**config.mk**
```make
export PLATFORM = sky130hd
export DESIGN_NAME = quad_low_side_driver_ctrl
export DESIGN_NICKNAME = d
export VERILOG_FILES = /design/src/verilog/bit_sync.v /design/src/verilog/quad_low_side_driver_ctrl.v
export VERILOG_INCLUDE_DIRS = /design/src /design/src/verilog
export SDC_FILE = /design/constraint.sdc
export NUM_CORES = 1
export LEC_CHECK = 0
export BUFFER_PORTS_ARGS = -buffer_cell sky130_fd_sc_hd__buf_4
export CORE_UTILIZATION = 55
export DETAILED_ROUTE_END_ITERATION = 16
export PLACE_DENSITY = 0.76
export SLEW_MARGIN = 20
export SYNTH_ARGS = -nofsm -noshare
export SYNTH_HDL_FRONTEND = slang
export SYNTH_HIERARCHICAL = 1
export SYNTH_SLANG_ARGS = --single-unit
```
**constraint.sdc**
```tcl
create_clock -name i_clk -period 1.7 [get_ports i_clk]
set_clock_uncertainty 0.05 [all_clocks]
set_input_delay 0.085 -clock i_clk [delete_from_list [all_inputs] [get_ports i_clk]]
set_output_delay 0.085 -clock i_clk [all_outputs]
set_load 0.03 [all_outputs]
```
**src/verilog/quad_drv_regs.vh**
```
// Constants for the quad low-side driver control logic
`ifndef QUAD_DRV_REGS_VH
`define QUAD_DRV_REGS_VH

// Serial word layout
`define QD_WORD_BITS      8
`define QD_WORD_MSB       7
`define QD_CHANNELS       4
`define QD_CMD_MSB        3
`define QD_FAULT_MSB      3
`define QD_UPPER_ZERO     4'h0

// Reset values
`define QD_WORD_RESET     8'h00
`define QD_CHAN_RESET     4'h0
`define QD_SYNC_RESET     9'h000
`define QD_SYNC_CS_IDLE   9'h002

// Synchroniser lane positions (index into the synchronised vector)
`define QD_LANE_SCLK      0
`define QD_LANE_CS        1
`define QD_LANE_SI        2
`define QD_LANE_PAR_LSB   3
`define QD_LANE_PAR_MSB   6
`define QD_LANE_OC        7
`define QD_LANE_OL        8
`define QD_SYNC_WIDTH     9

`endif

```
**src/verilog/bit_sync.v**
```verilog
// Two-flop synchroniser, one lane per bit
`timescale 1ns/10ps
module bit_sync #(
  parameter             WIDTH     = 1,
  parameter [WIDTH-1:0] RESET_VAL = {WIDTH{1'b0}}
) (
  input  wire             i_clk,
  input  wire             i_rst,
  input  wire [WIDTH-1:0] i_async,
  output wire [WIDTH-1:0] o_sync
);

  // First stage feeds only the second stage; each lane owns its flops
  // so no vector is written from more than one process
  genvar g;
  generate
    for (g = 0; g < WIDTH; g = g + 1) begin : g_lane
      reg stage1;
      reg stage2;

      always @(posedge i_clk) begin
        if (i_rst) begin
          stage1 <= RESET_VAL[g];
          stage2 <= RESET_VAL[g];
        end else begin
          stage1 <= i_async[g];
          stage2 <= stage1;
        end
      end

      assign o_sync[g] = stage2;
    end
  endgenerate

endmodule // bit_sync

```
**src/verilog/quad_low_side_driver_ctrl.v**
```verilog
// Control and fault reporting for a four-channel low-side driver with serial port
`timescale 1ns/10ps
`include "quad_drv_regs.vh"

module quad_low_side_driver_ctrl (
  input  wire i_clk,
  input  wire i_rst,
  // Serial port pins; the inputs are asynchronous to i_clk, the outputs are registered on it
  input  wire i_chip_select_low,
  input  wire i_sclk,
  input  wire i_si,
  output reg  o_so,
  output reg  o_so_oe,
  // Parallel control pins
  input  wire i_parallel_ctrl_0,
  input  wire i_parallel_ctrl_1,
  input  wire i_parallel_ctrl_2,
  input  wire i_parallel_ctrl_3,
  // Fault comparator levels from the output stages
  input  wire i_overcurrent_0,
  input  wire i_overcurrent_1,
  input  wire i_overcurrent_2,
  input  wire i_overcurrent_3,
  input  wire i_open_load_0,
  input  wire i_open_load_1,
  input  wire i_open_load_2,
  input  wire i_open_load_3,
  // Gate drive for the four low-side switches
  output reg  o_low_side_drive_0,
  output reg  o_low_side_drive_1,
  output reg  o_low_side_drive_2,
  output reg  o_low_side_drive_3,
  // Open-drain fault summary pin
  output wire o_fault_status,
  output reg  o_fault_status_oe
);

  // Gathered views of the per-channel pins
  wire [`QD_CHANNELS-1:0] par_raw;
  wire [`QD_CHANNELS-1:0] oc_raw;
  wire [`QD_CHANNELS-1:0] ol_raw;

  assign par_raw = {i_parallel_ctrl_3, i_parallel_ctrl_2, i_parallel_ctrl_1, i_parallel_ctrl_0};
  assign oc_raw  = {i_overcurrent_3, i_overcurrent_2, i_overcurrent_1, i_overcurrent_0};
  assign ol_raw  = {i_open_load_3, i_open_load_2, i_open_load_1, i_open_load_0};

  // Every pin crosses through two flops; the four fault lanes per kind are
  // synchronised as separate bit_sync instances to keep the lane map small.
  wire [`QD_SYNC_WIDTH-1:0] ctl_async;
  wire [`QD_SYNC_WIDTH-1:0] ctl_sync;
  wire [`QD_CHANNELS-1:0]   oc_sync;
  wire [`QD_CHANNELS-1:0]   ol_sync;

  assign ctl_async = {2'b00, par_raw, i_si, i_chip_select_low, i_sclk};

  // Chip select idles high so reset does not fake a selection
  bit_sync #(
    .WIDTH     (`QD_SYNC_WIDTH),
    .RESET_VAL (`QD_SYNC_CS_IDLE)
  ) u_ctl_sync (
    .i_clk   (i_clk),
    .i_rst   (i_rst),
    .i_async (ctl_async),
    .o_sync  (ctl_sync)
  );

  bit_sync #(
    .WIDTH     (`QD_CHANNELS),
    .RESET_VAL (`QD_CHAN_RESET)
  ) u_oc_sync (
    .i_clk   (i_clk),
    .i_rst   (i_rst),
    .i_async (oc_raw),
    .o_sync  (oc_sync)
  );

  bit_sync #(
    .WIDTH     (`QD_CHANNELS),
    .RESET_VAL (`QD_CHAN_RESET)
  ) u_ol_sync (
    .i_clk   (i_clk),
    .i_rst   (i_rst),
    .i_async (ol_raw),
    .o_sync  (ol_sync)
  );

  wire                    sclk_s;
  wire                    cs_low_s;
  wire                    si_s;
  wire [`QD_CHANNELS-1:0] par_s;

  assign sclk_s   = ctl_sync[`QD_LANE_SCLK];
  assign cs_low_s = ctl_sync[`QD_LANE_CS];
  assign si_s     = ctl_sync[`QD_LANE_SI];
  assign par_s    = ctl_sync[`QD_LANE_PAR_MSB:`QD_LANE_PAR_LSB];

  // Previous samples for edge detection on the synchronised pins
  reg sclk_d;
  reg cs_low_d;

  always @(posedge i_clk) begin
    if (i_rst) begin
      sclk_d   <= 1'b0;
      cs_low_d <= 1'b1;
    end else begin
      sclk_d   <= sclk_s;
      cs_low_d <= cs_low_s;
    end
  end

  wire selected;
  wire cs_fall;
  wire cs_rise;
  wire sclk_rise;
  wire sclk_fall;

  // Clock edges only count while selected, so idle clocking is harmless
  assign selected  = ~cs_low_s;
  assign cs_fall   = cs_low_d & ~cs_low_s;
  assign cs_rise   = ~cs_low_d & cs_low_s;
  assign sclk_rise = selected & ~cs_fall & ~sclk_d & sclk_s;
  assign sclk_fall = selected & ~cs_fall & sclk_d & ~sclk_s;

  // Command bits, drive state and fault flags
  reg [`QD_CHANNELS-1:0]  cmd;
  reg [`QD_CHANNELS-1:0]  drive;
  reg [`QD_CHANNELS-1:0]  fault_acc;
  reg [`QD_WORD_MSB:0]    shift_word;
  wire [`QD_CHANNELS-1:0] fault_now;
  wire [`QD_CHANNELS-1:0] next_drive;

  // Fault qualification per channel by the switch state
  genvar ch;
  generate
    for (ch = 0; ch < `QD_CHANNELS; ch = ch + 1) begin : g_chan
      assign fault_now[ch]  = (drive[ch] & oc_sync[ch])
                            | (~drive[ch] & ol_sync[ch]);
      assign next_drive[ch] = cmd[ch] | par_s[ch];
    end
  endgenerate

  // Serial command latched only at the end of a transfer
  always @(posedge i_clk) begin
    if (i_rst) begin
      cmd <= `QD_CHAN_RESET;
    end else if (cs_rise) begin
      cmd <= shift_word[`QD_CMD_MSB:0];
    end
  end

  // Registered drives; parallel inputs act without any transfer
  always @(posedge i_clk) begin
    if (i_rst) begin
      drive <= `QD_CHAN_RESET;
    end else begin
      drive <= next_drive;
    end
  end

  always @* begin
    o_low_side_drive_0 = drive[0];
    o_low_side_drive_1 = drive[1];
    o_low_side_drive_2 = drive[2];
    o_low_side_drive_3 = drive[3];
  end

  // Sticky fault flags, cleared at chip select rise; a fault seen in the
  // clearing cycle survives, but an event that starts and ends inside a frame is dropped unread.
  always @(posedge i_clk) begin
    if (i_rst) begin
      fault_acc <= `QD_CHAN_RESET;
    end else if (cs_rise) begin
      fault_acc <= fault_now;
    end else begin
      fault_acc <= fault_acc | fault_now;
    end
  end

  // Eight-bit shift register; also passes 16-bit words through for
  // command verify, since each bit leaves eight clocks after it entered.
  always @(posedge i_clk) begin
    if (i_rst) begin
      shift_word <= `QD_WORD_RESET;
    end else if (cs_fall) begin
      shift_word <= {`QD_UPPER_ZERO, fault_acc | fault_now};
    end else if (sclk_rise) begin
      shift_word <= {shift_word[`QD_WORD_MSB-1:0], si_s};
    end
  end

  // Serial output: first bit shown at selection, then one per falling clock
  always @(posedge i_clk) begin
    if (i_rst) begin
      o_so <= 1'b0;
    end else if (cs_fall) begin
      o_so <= fault_acc[`QD_FAULT_MSB] & 1'b0; // Bit 7 of the word is zero
    end else if (sclk_fall) begin
      o_so <= shift_word[`QD_WORD_MSB];
    end
  end

  // Serial output floats unless selected
  always @(posedge i_clk) begin
    if (i_rst) begin
      o_so_oe <= 1'b0;
    end else begin
      o_so_oe <= selected;
    end
  end

  // Summary pin follows live faults, not the sticky flags
  always @(posedge i_clk) begin
    if (i_rst) begin
      o_fault_status_oe <= 1'b0;
    end else begin
      o_fault_status_oe <= |fault_now;
    end
  end

  // Open drain only ever pulls low
  assign o_fault_status = 1'b0;

endmodule // quad_low_side_driver_ctrl

```
; Word-level counts from Yosys, hierarchy flattened
; Cells that the tools add are included.
[word_totals]
output_inout_bits = 8
input_bits = 17
ff_bits = 55
[classes]
bitwise_logic = 33
n_mux = 3
reduce_logical = 3
[op_table]
columns = op, count
row1 = $and 1x1->1, 15
row2 = $mux 4, 3
row3 = $not 1->1, 9
row4 = $or 1x1->1, 8
row5 = $or 4x4->4, 1
row6 = $reduce_or 4->1, 1
row7 = $reduce_bool 2->1, 1
row8 = $reduce_or 2->1, 1

; Depth between registers and ports, before layout
; Gate-level depths: netlist (run 1).
[logic_depth]
word_depth = 8
depth_mapped = 6
depth_no_buf = 4

; By module
; The synthesis (run 1) kept the hierarchy.
[by_module_without_submodules]
columns = module, n_inst, cells_per_inst, area_each_um2
row1 = quad_low_side_driver_ctrl, 1, 102, 929.6
row2 = bit_sync (u_ctl_sync), 1, 46, 560.5
row3 = bit_sync (u_oc_sync ...), 2, 20, 240.2

; Worst setup path after synthesis (run 1)
; No wires, ideal clock.
[synth_timing]
kind = reg2reg
from = register u_ctl_sync.g_lane[1].stage2
to = register shift_word[1]
synth_period_minus_slack_ps = 1265
n_path_buf = 2
stages_incl_launch_ff = 6
slack_ps = 435
arrival_ps = 1078
cell_sequence = dfxtp_1 > buf_4 > or3_1 > buf_4 > nor2_1 > a2111oi_2
[synth_between]
elab_chain_cells = 7
[synth_rtl]
columns = item, line_no
row1 = from (decl), bit_sync.v:19  ; reg stage2;
row2 = from (signal assigned), bit_sync.v:24  ; stage2 <= RESET_VAL[g];
row3 = from (signal assigned), bit_sync.v:27  ; stage2 <= stage1;
row4 = $not 1->1 *, "quad_low_side_driver_ctrl.v:118, quad_low_side_driver_ctrl.v:119"
row5 = $and 1x1->1, quad_low_side_driver_ctrl.v:119  ; assign cs_fall = cs_low_d & ~cs_low_s;
row6 = $not 1->1, quad_low_side_driver_ctrl.v:121  ; assign sclk_rise = selected & ~cs_fall & ~sclk_d & sclk_s;
row7 = $and 1x1->1 (3 in a row), quad_low_side_driver_ctrl.v:121
row8 = $reduce_bool 2->1 (no line), n/a
row9 = to (signal assigned), quad_low_side_driver_ctrl.v:183  ; shift_word <= `QD_WORD_RESET;
row10 = to (signal assigned), quad_low_side_driver_ctrl.v:185  ; shift_word <= {`QD_UPPER_ZERO, fault_acc | fault_now};
row11 = to (signal assigned), quad_low_side_driver_ctrl.v:187  ; shift_word <= {shift_word[`QD_WORD_MSB-1:0], si_s};
row12 = to (decl), quad_low_side_driver_ctrl.v:128  ; reg [`QD_WORD_MSB:0] shift_word;
; Every way passes the cells marked *; elsewhere a longest branch is shown, timed or not.
; A chain may end at the register's enable or synchronous reset.

; Final worst setup path (run 1)
[layout_timing]
from = register sclk_d
to = register shift_word[1]
[layout_between]
elab_chain_cells = 4
[layout_rtl]
columns = item, line_no
row1 = from (decl), quad_low_side_driver_ctrl.v:98  ; reg sclk_d;
row2 = from (signal assigned), quad_low_side_driver_ctrl.v:106  ; sclk_d <= sclk_s;
row3 = $not 1->1, quad_low_side_driver_ctrl.v:121
row4 = $and 1x1->1 (2 in a row), quad_low_side_driver_ctrl.v:121
row5 = $reduce_bool 2->1 (no line), n/a
; No other way between the ends.

==> impl_metrics.toml, run 1 <==
[run_status]
status = "completed"

[sta]
hold_viol = 0
timing.final.crit_share_pct = 81.0
setup_viol = 0
finalMaxSlewViolations = 0
tns_ns = 0
min_period_ns = 1.38
clock.fmax_ghz = 0.726
grt_setup_unrepaired = "false"

[worst_setup_path]
endpoint_kind = "flip-flop"
crit_path_start_kind = "flip-flop"
required_ns = 1.90
path_max_fanout = 4
crit_arrival_ns = 1.58
timing_worst_setup_path_type = "reg -> reg"

[floorplanning]
core_area_um2 = 3130
pin_count = 25
die-width_um = 59.9
initial_core_util_pct = 59.0
die_h_um = 59.9
rows = 20
dieArea_um2 = 3590

[pwr]
total_leakage_power_uw = 0.000875
p_per_area_nw_per_um2 = 946
fin_total_pwr_uw = 2000
ir_worst_vdd_v = 0.000703

[finish]
diodes = 0
fill_cells = 242
final_nets = 220
syn_to_final_growth_pct = 14.7
final_common_cell = "dfxtp_1"
layout-drive-gt1-share_pct = 15.3
final_cell_mix = "dfxtp_1 (55), nor2b_1 (26), nor2_1 (23), buf_4 (23), dlygate4sd3_1 (15)"

[placement]
dp_hpwl_mm = 1.83
io_buffer_count = 23
place.gp.congestion = 0.763

[clock_network]
post-cts-setup-buffer-count = 0
post_cts_resize_count = 0
clock_tree.buffer_depth = 2
path_clk_slew_ns = 0.13
htreeDepth = 2
clk_latency_ns = 0.35
root_buffer = "clkbuf_4"
cts_buffers = 5
cts_tree = "yes"
clock_sinks = 55

[detailed_routing]
drc = 0
vias = 1175
drt-initial-drc-count = 43
post_drt_wl_per_cell_um = 11.2
drt-total-wl_mm = 2.75
vias_per_cell = 4.78
drt_pre_antenna_iters = 4
postRouteAntennaNets = 0

[yosys]
syn_area_um2 = 1850
netlist_instances = 178
yosys_warnings = 6
syn_nets = 195
syn_avg_cell_area_um2 = 10.4

[global_routing]
grt_pass1_wl_mm = 4.66
antenna_found_initial = 0
grt_pass1_vias = 1134
track_usage_pct = 18.2
grt_max_degree = 51
grt.overflow.total = 0

[hold_path]
hold_path.class = "in -> reg"

[flow_run]
drv_cap = 0
-- path summary, 6_finish.rpt --
kind / start / to / slack [ns] / cells after the start
worst max-delay path: sclk_d / shift_word[1] / 0.32 / 4
worst min-delay path: i_rst / cmd[3] / 0.11 / 2
worst max register to register: sclk_d / shift_word[1] / 0.32 / 4
worst min register to register: u_ctl_sync/g_lane[1].stage1 / u_ctl_sync/g_lane[1].stage2 / 0.37 / 1
-- metal layers --
layer	share of wire, %	up-vias	track usage (%)	routed length, µm
li1	-	599	-	-
met1	40	545	19.6	1110
met2	54	25	31.6	1480
met3	3.6	6	6.71	100
met4	2.0	0	8.31	56
met5	0	-	0	0
-- through the flow --
step / setup WS, ns / std cells / utilization (%) / hold WS [ns] / cell area [µm²]
finish: 0.323 / 246 / 67.7 / 0.106 / 2120
global route: 0.213 / 246 / 67.7 / 0.112 / 2120
CTS: 0.306 / 246 / 67.7 / 0.0968 / 2120
detailed placement: 0.346 / 225 / 61.6 / 0.221 / 1930
global placement: 0.450 / 225 / 61.6 / 0.215 / 1930
floorplan: 0.435 / 178 / - / 0.107 / 1850
-- power by group --
| group | switching [µW] | internal [µW] |
|---|---|---|
| Sequential | 19.0 | 1340 |
| Combinational | 70.6 | 86.2 |
| Clock | 340 | 148 |
| Total | 430 | 1570 |
-- repair_timing --
| action | CTS | global route |
|---|---|---|
| hold endpoints to repair | 15 | 0 |
| hold buffers | 15 | 0 |
| setup endpoints to repair | 0 | 0 |
-- final cells by class --
cell class / count / area (µm²) / share of cell area (%)
clock buffer: 6 / 41.3 / 1.95
inverter: 3 / 11.3 / 0.532
multi-input combinational: 100 / 586 / 27.7
sequential: 55 / 1100 / 52.0
tap: 44 / 55.1 / 2.60
timing repair buffer: 38 / 323 / 15.2
-- flip-flops by register name, indices dropped and copies added, names as in the netlist --
signal	flops
u_ctl_sync/g_lane.stage1	7
u_ol_sync/g_lane.stage2	4
shift_word	8
cs_low_d	1
cmd	4
sclk_d	1
u_ol_sync/g_lane.stage1	4
u_oc_sync/g_lane.stage2	4
drive	4
u_oc_sync/g_lane.stage1	4
o_so_oe	1
o_fault_status_oe	1
fault_acc	4
o_so	1
u_ctl_sync/g_lane.stage2	7
-- worst max-delay path: stages (launching register included) --
cell	delay (ns)
dfxtp_1	0.33
nand2b_1	0.16
a21oi_1	0.31
nor2_1	0.09
a2111oi_2	0.33
(Power assumes the default switching activity.)
==> run 2, diff against run 1 <==
==> constraint.sdc (replaced) <==
create_clock -name i_clk -period 1.36 [get_ports i_clk]
set_clock_uncertainty 0.05 [all_clocks]
set_input_delay 0.068 -clock i_clk [delete_from_list [all_inputs] [get_ports i_clk]]
set_output_delay 0.068 -clock i_clk [all_outputs]
set_load 0.03 [all_outputs]
==> run 2 against run 1 <==
Effect of this change:
- routed wire length up 3.0%
- largest power group unchanged
- worst setup slack got worse by 0.26 ns
- via count fell by 0.77%
- core utilization is 2.0 points higher
- highest routed layer unchanged
- sequential power rose by 25%
- cell count grew 0.81%
- global-route usage increased by 0.65 points
- first-iteration DRC count down 30%
==> impl_metrics.toml, run 2 (synthesis gave the netlist of run 1 again) <==
[worst_setup_path]
path_max_fanout = 7
cp_slowest_stage_delay_ns = 0.39
endpoint_kind = "flip-flop"
crit_arrival_ns = 1.50
worstPathCellList = "nand2b_1 > or3_4 > nor2_1 > a2111oi_2"
required_ns = 1.56
crit_path_start_kind = "flip-flop"
timing_worst_setup_path_type = "reg -> reg"
path_delay_family = "simple AND/OR/NAND/NOR gates"
slowest_stage = "or3_4"
path_buf_inv = 0

[finish]
final_area_um2 = 2180
reg_top3 = "shift_word: 8 flops, u_ctl_sync/g_lane.stage1: 7 flops, u_ctl_sync/g_lane.stage2: 7 flops"
final_nets = 221
syn_to_final_growth_pct = 18.0
fin_cells = 248
largest_reg_flops = 8
final_common_cell = "dfxtp_1"
diodes = 0
top_register = "shift_word"
final_cell_mix = "dfxtp_1 (52), nor2b_1 (26), buf_4 (24), nor2_1 (22), dlygate4sd3_1 (15)"
layout-drive-gt1-share_pct = 20.1

[detailed_routing]
drt-initial-drc-count = 30
post_drt_wl_per_cell_um = 11.4
drt_pre_antenna_iters = 4
drt-total-wl_mm = 2.84
postRouteAntennaNets = 0
vias_per_cell = 4.70
vias = 1166
drc = 0

[sta]
grt_setup_unrepaired = "false"
worst_slack_ns = 0.0615
tns_ns = 0
finalMaxSlewViolations = 0
clock.fmax_ghz = 0.770
hold_viol = 0
timing.final.crit_share_pct = 95.5
min_period_ns = 1.30
setup_viol = 0

[global_routing]
grt_max_degree = 51
track_usage_pct = 18.9
grt.overflow.total = 0
grt_pass1_wl_mm = 4.78
grt_pass1_vias = 1133
antenna_found_initial = 0

[pwr]
ir_worst_vdd_v = 0.000879
total_leakage_power_uw = 0.000895
p_per_area_nw_per_um2 = 1250

[hold_path]
hold_path.class = "in -> reg"

[floorplanning]
die-width_um = 59.9
die_h_um = 59.9
core_area_um2 = 3130
initial_core_util_pct = 59.0
pin_count = 25
rows = 20
dieArea_um2 = 3590

[clock_network]
root_buffer = "clkbuf_4"
clk_latency_ns = 0.36
path_clk_slew_ns = 0.14
htreeDepth = 2
post-cts-setup-buffer-count = 0
cts_buffers = 5
clock_tree.buffer_depth = 2
clock_sinks = 55
cts_tree = "yes"

[placement]
place.gp.congestion = 0.765
dp.cells = 226
io_buffer_count = 23
place_area_um2 = 1930
dp_slack_ns = 0.0333
dp_hpwl_mm = 1.79

[run_status]
status = "completed"

[flow_run]
drv_cap = 0
-- run 2: cell types whose count changed in the layout (fill, tap and decap cells not counted) --
cell and change:
a21oi_1 -1, a21oi_2 +1, or3_1 -1, nor2_1 -1, buf_4 +1, nor4b_2 +1
bufinv_16 +1, nor4b_1 -1, nand2_2 +1, nand2_1 -1, nor2_2 +1, or3_4 +1
dfxtp_2 +3, dfxtp_1 -3
-- run 2: area by class of cell --
class,instances,area [µm²]
Clock buffer,6,41.3
Multi-Input combinational cell,100,606
Clock inverter,1,30.0
Tap cell,44,55.1
Timing Repair Buffer,39,330
Inverter,3,11.3
Fill cell,242,950
Sequential cell,55,1100
-- run 2: repair_timing --
item	CTS	global route
endpoints found under the setup margin	0	4
hold endpoints to repair	15	0
gates resized for setup	0	8
hold buffers	15	0
-- run 2: path summary, 6_finish.rpt --
path,start,to,slack [ns],depth (start not counted)
max,sclk_d,shift_word[0],0.06,4
min,i_rst,cmd[2],0.09,2
max reg2reg,sclk_d,shift_word[0],0.06,4
min reg2reg,u_ctl_sync/g_lane[1].stage1,u_ctl_sync/g_lane[1].stage2,0.37,1
-- run 2: power by group --
| part | internal (µW) | switching (µW) | leakage [µW] |
|---|---|---|---|
| clock network | 380 | 444 | 0.0000383 |
| registers | 1670 | 26.0 | 0.000451 |
| logic | 109 | 90.0 | 0.000406 |
| total | 2160 | 560 | 0.000895 |
-- run 2: worst reg2reg max path: stages (launching register included) --
cell and delay (ns):
dfxtp_1 0.34, nand2b_1 0.18, or3_4 0.39, nor2_1 0.15
a2111oi_2 0.07
-- run 2: per-stage QoR --
step	hold WS (ns)	power, µW	util [%]
after floorplan	0.0896	1850	-
after global placement	0.198	1890	61.8
after detailed placement	0.203	1900	61.8
after CTS	0.0726	2750	68.9
after global routing	0.0721	2850	69.6
final	0.0876	2720	69.6
-- run 2: per-layer routing --
metal  wire length [µm]  vias up  global-route usage (%)  part of all wire (%)
met1               1180      540                    20.6                    42
met3                103        5                    7.14                   3.6
li1                   -      601                       -                     -
met4                 44        0                    7.64                   1.6
met2               1510       20                    32.7                    53
met5                  0        -                       0                     0
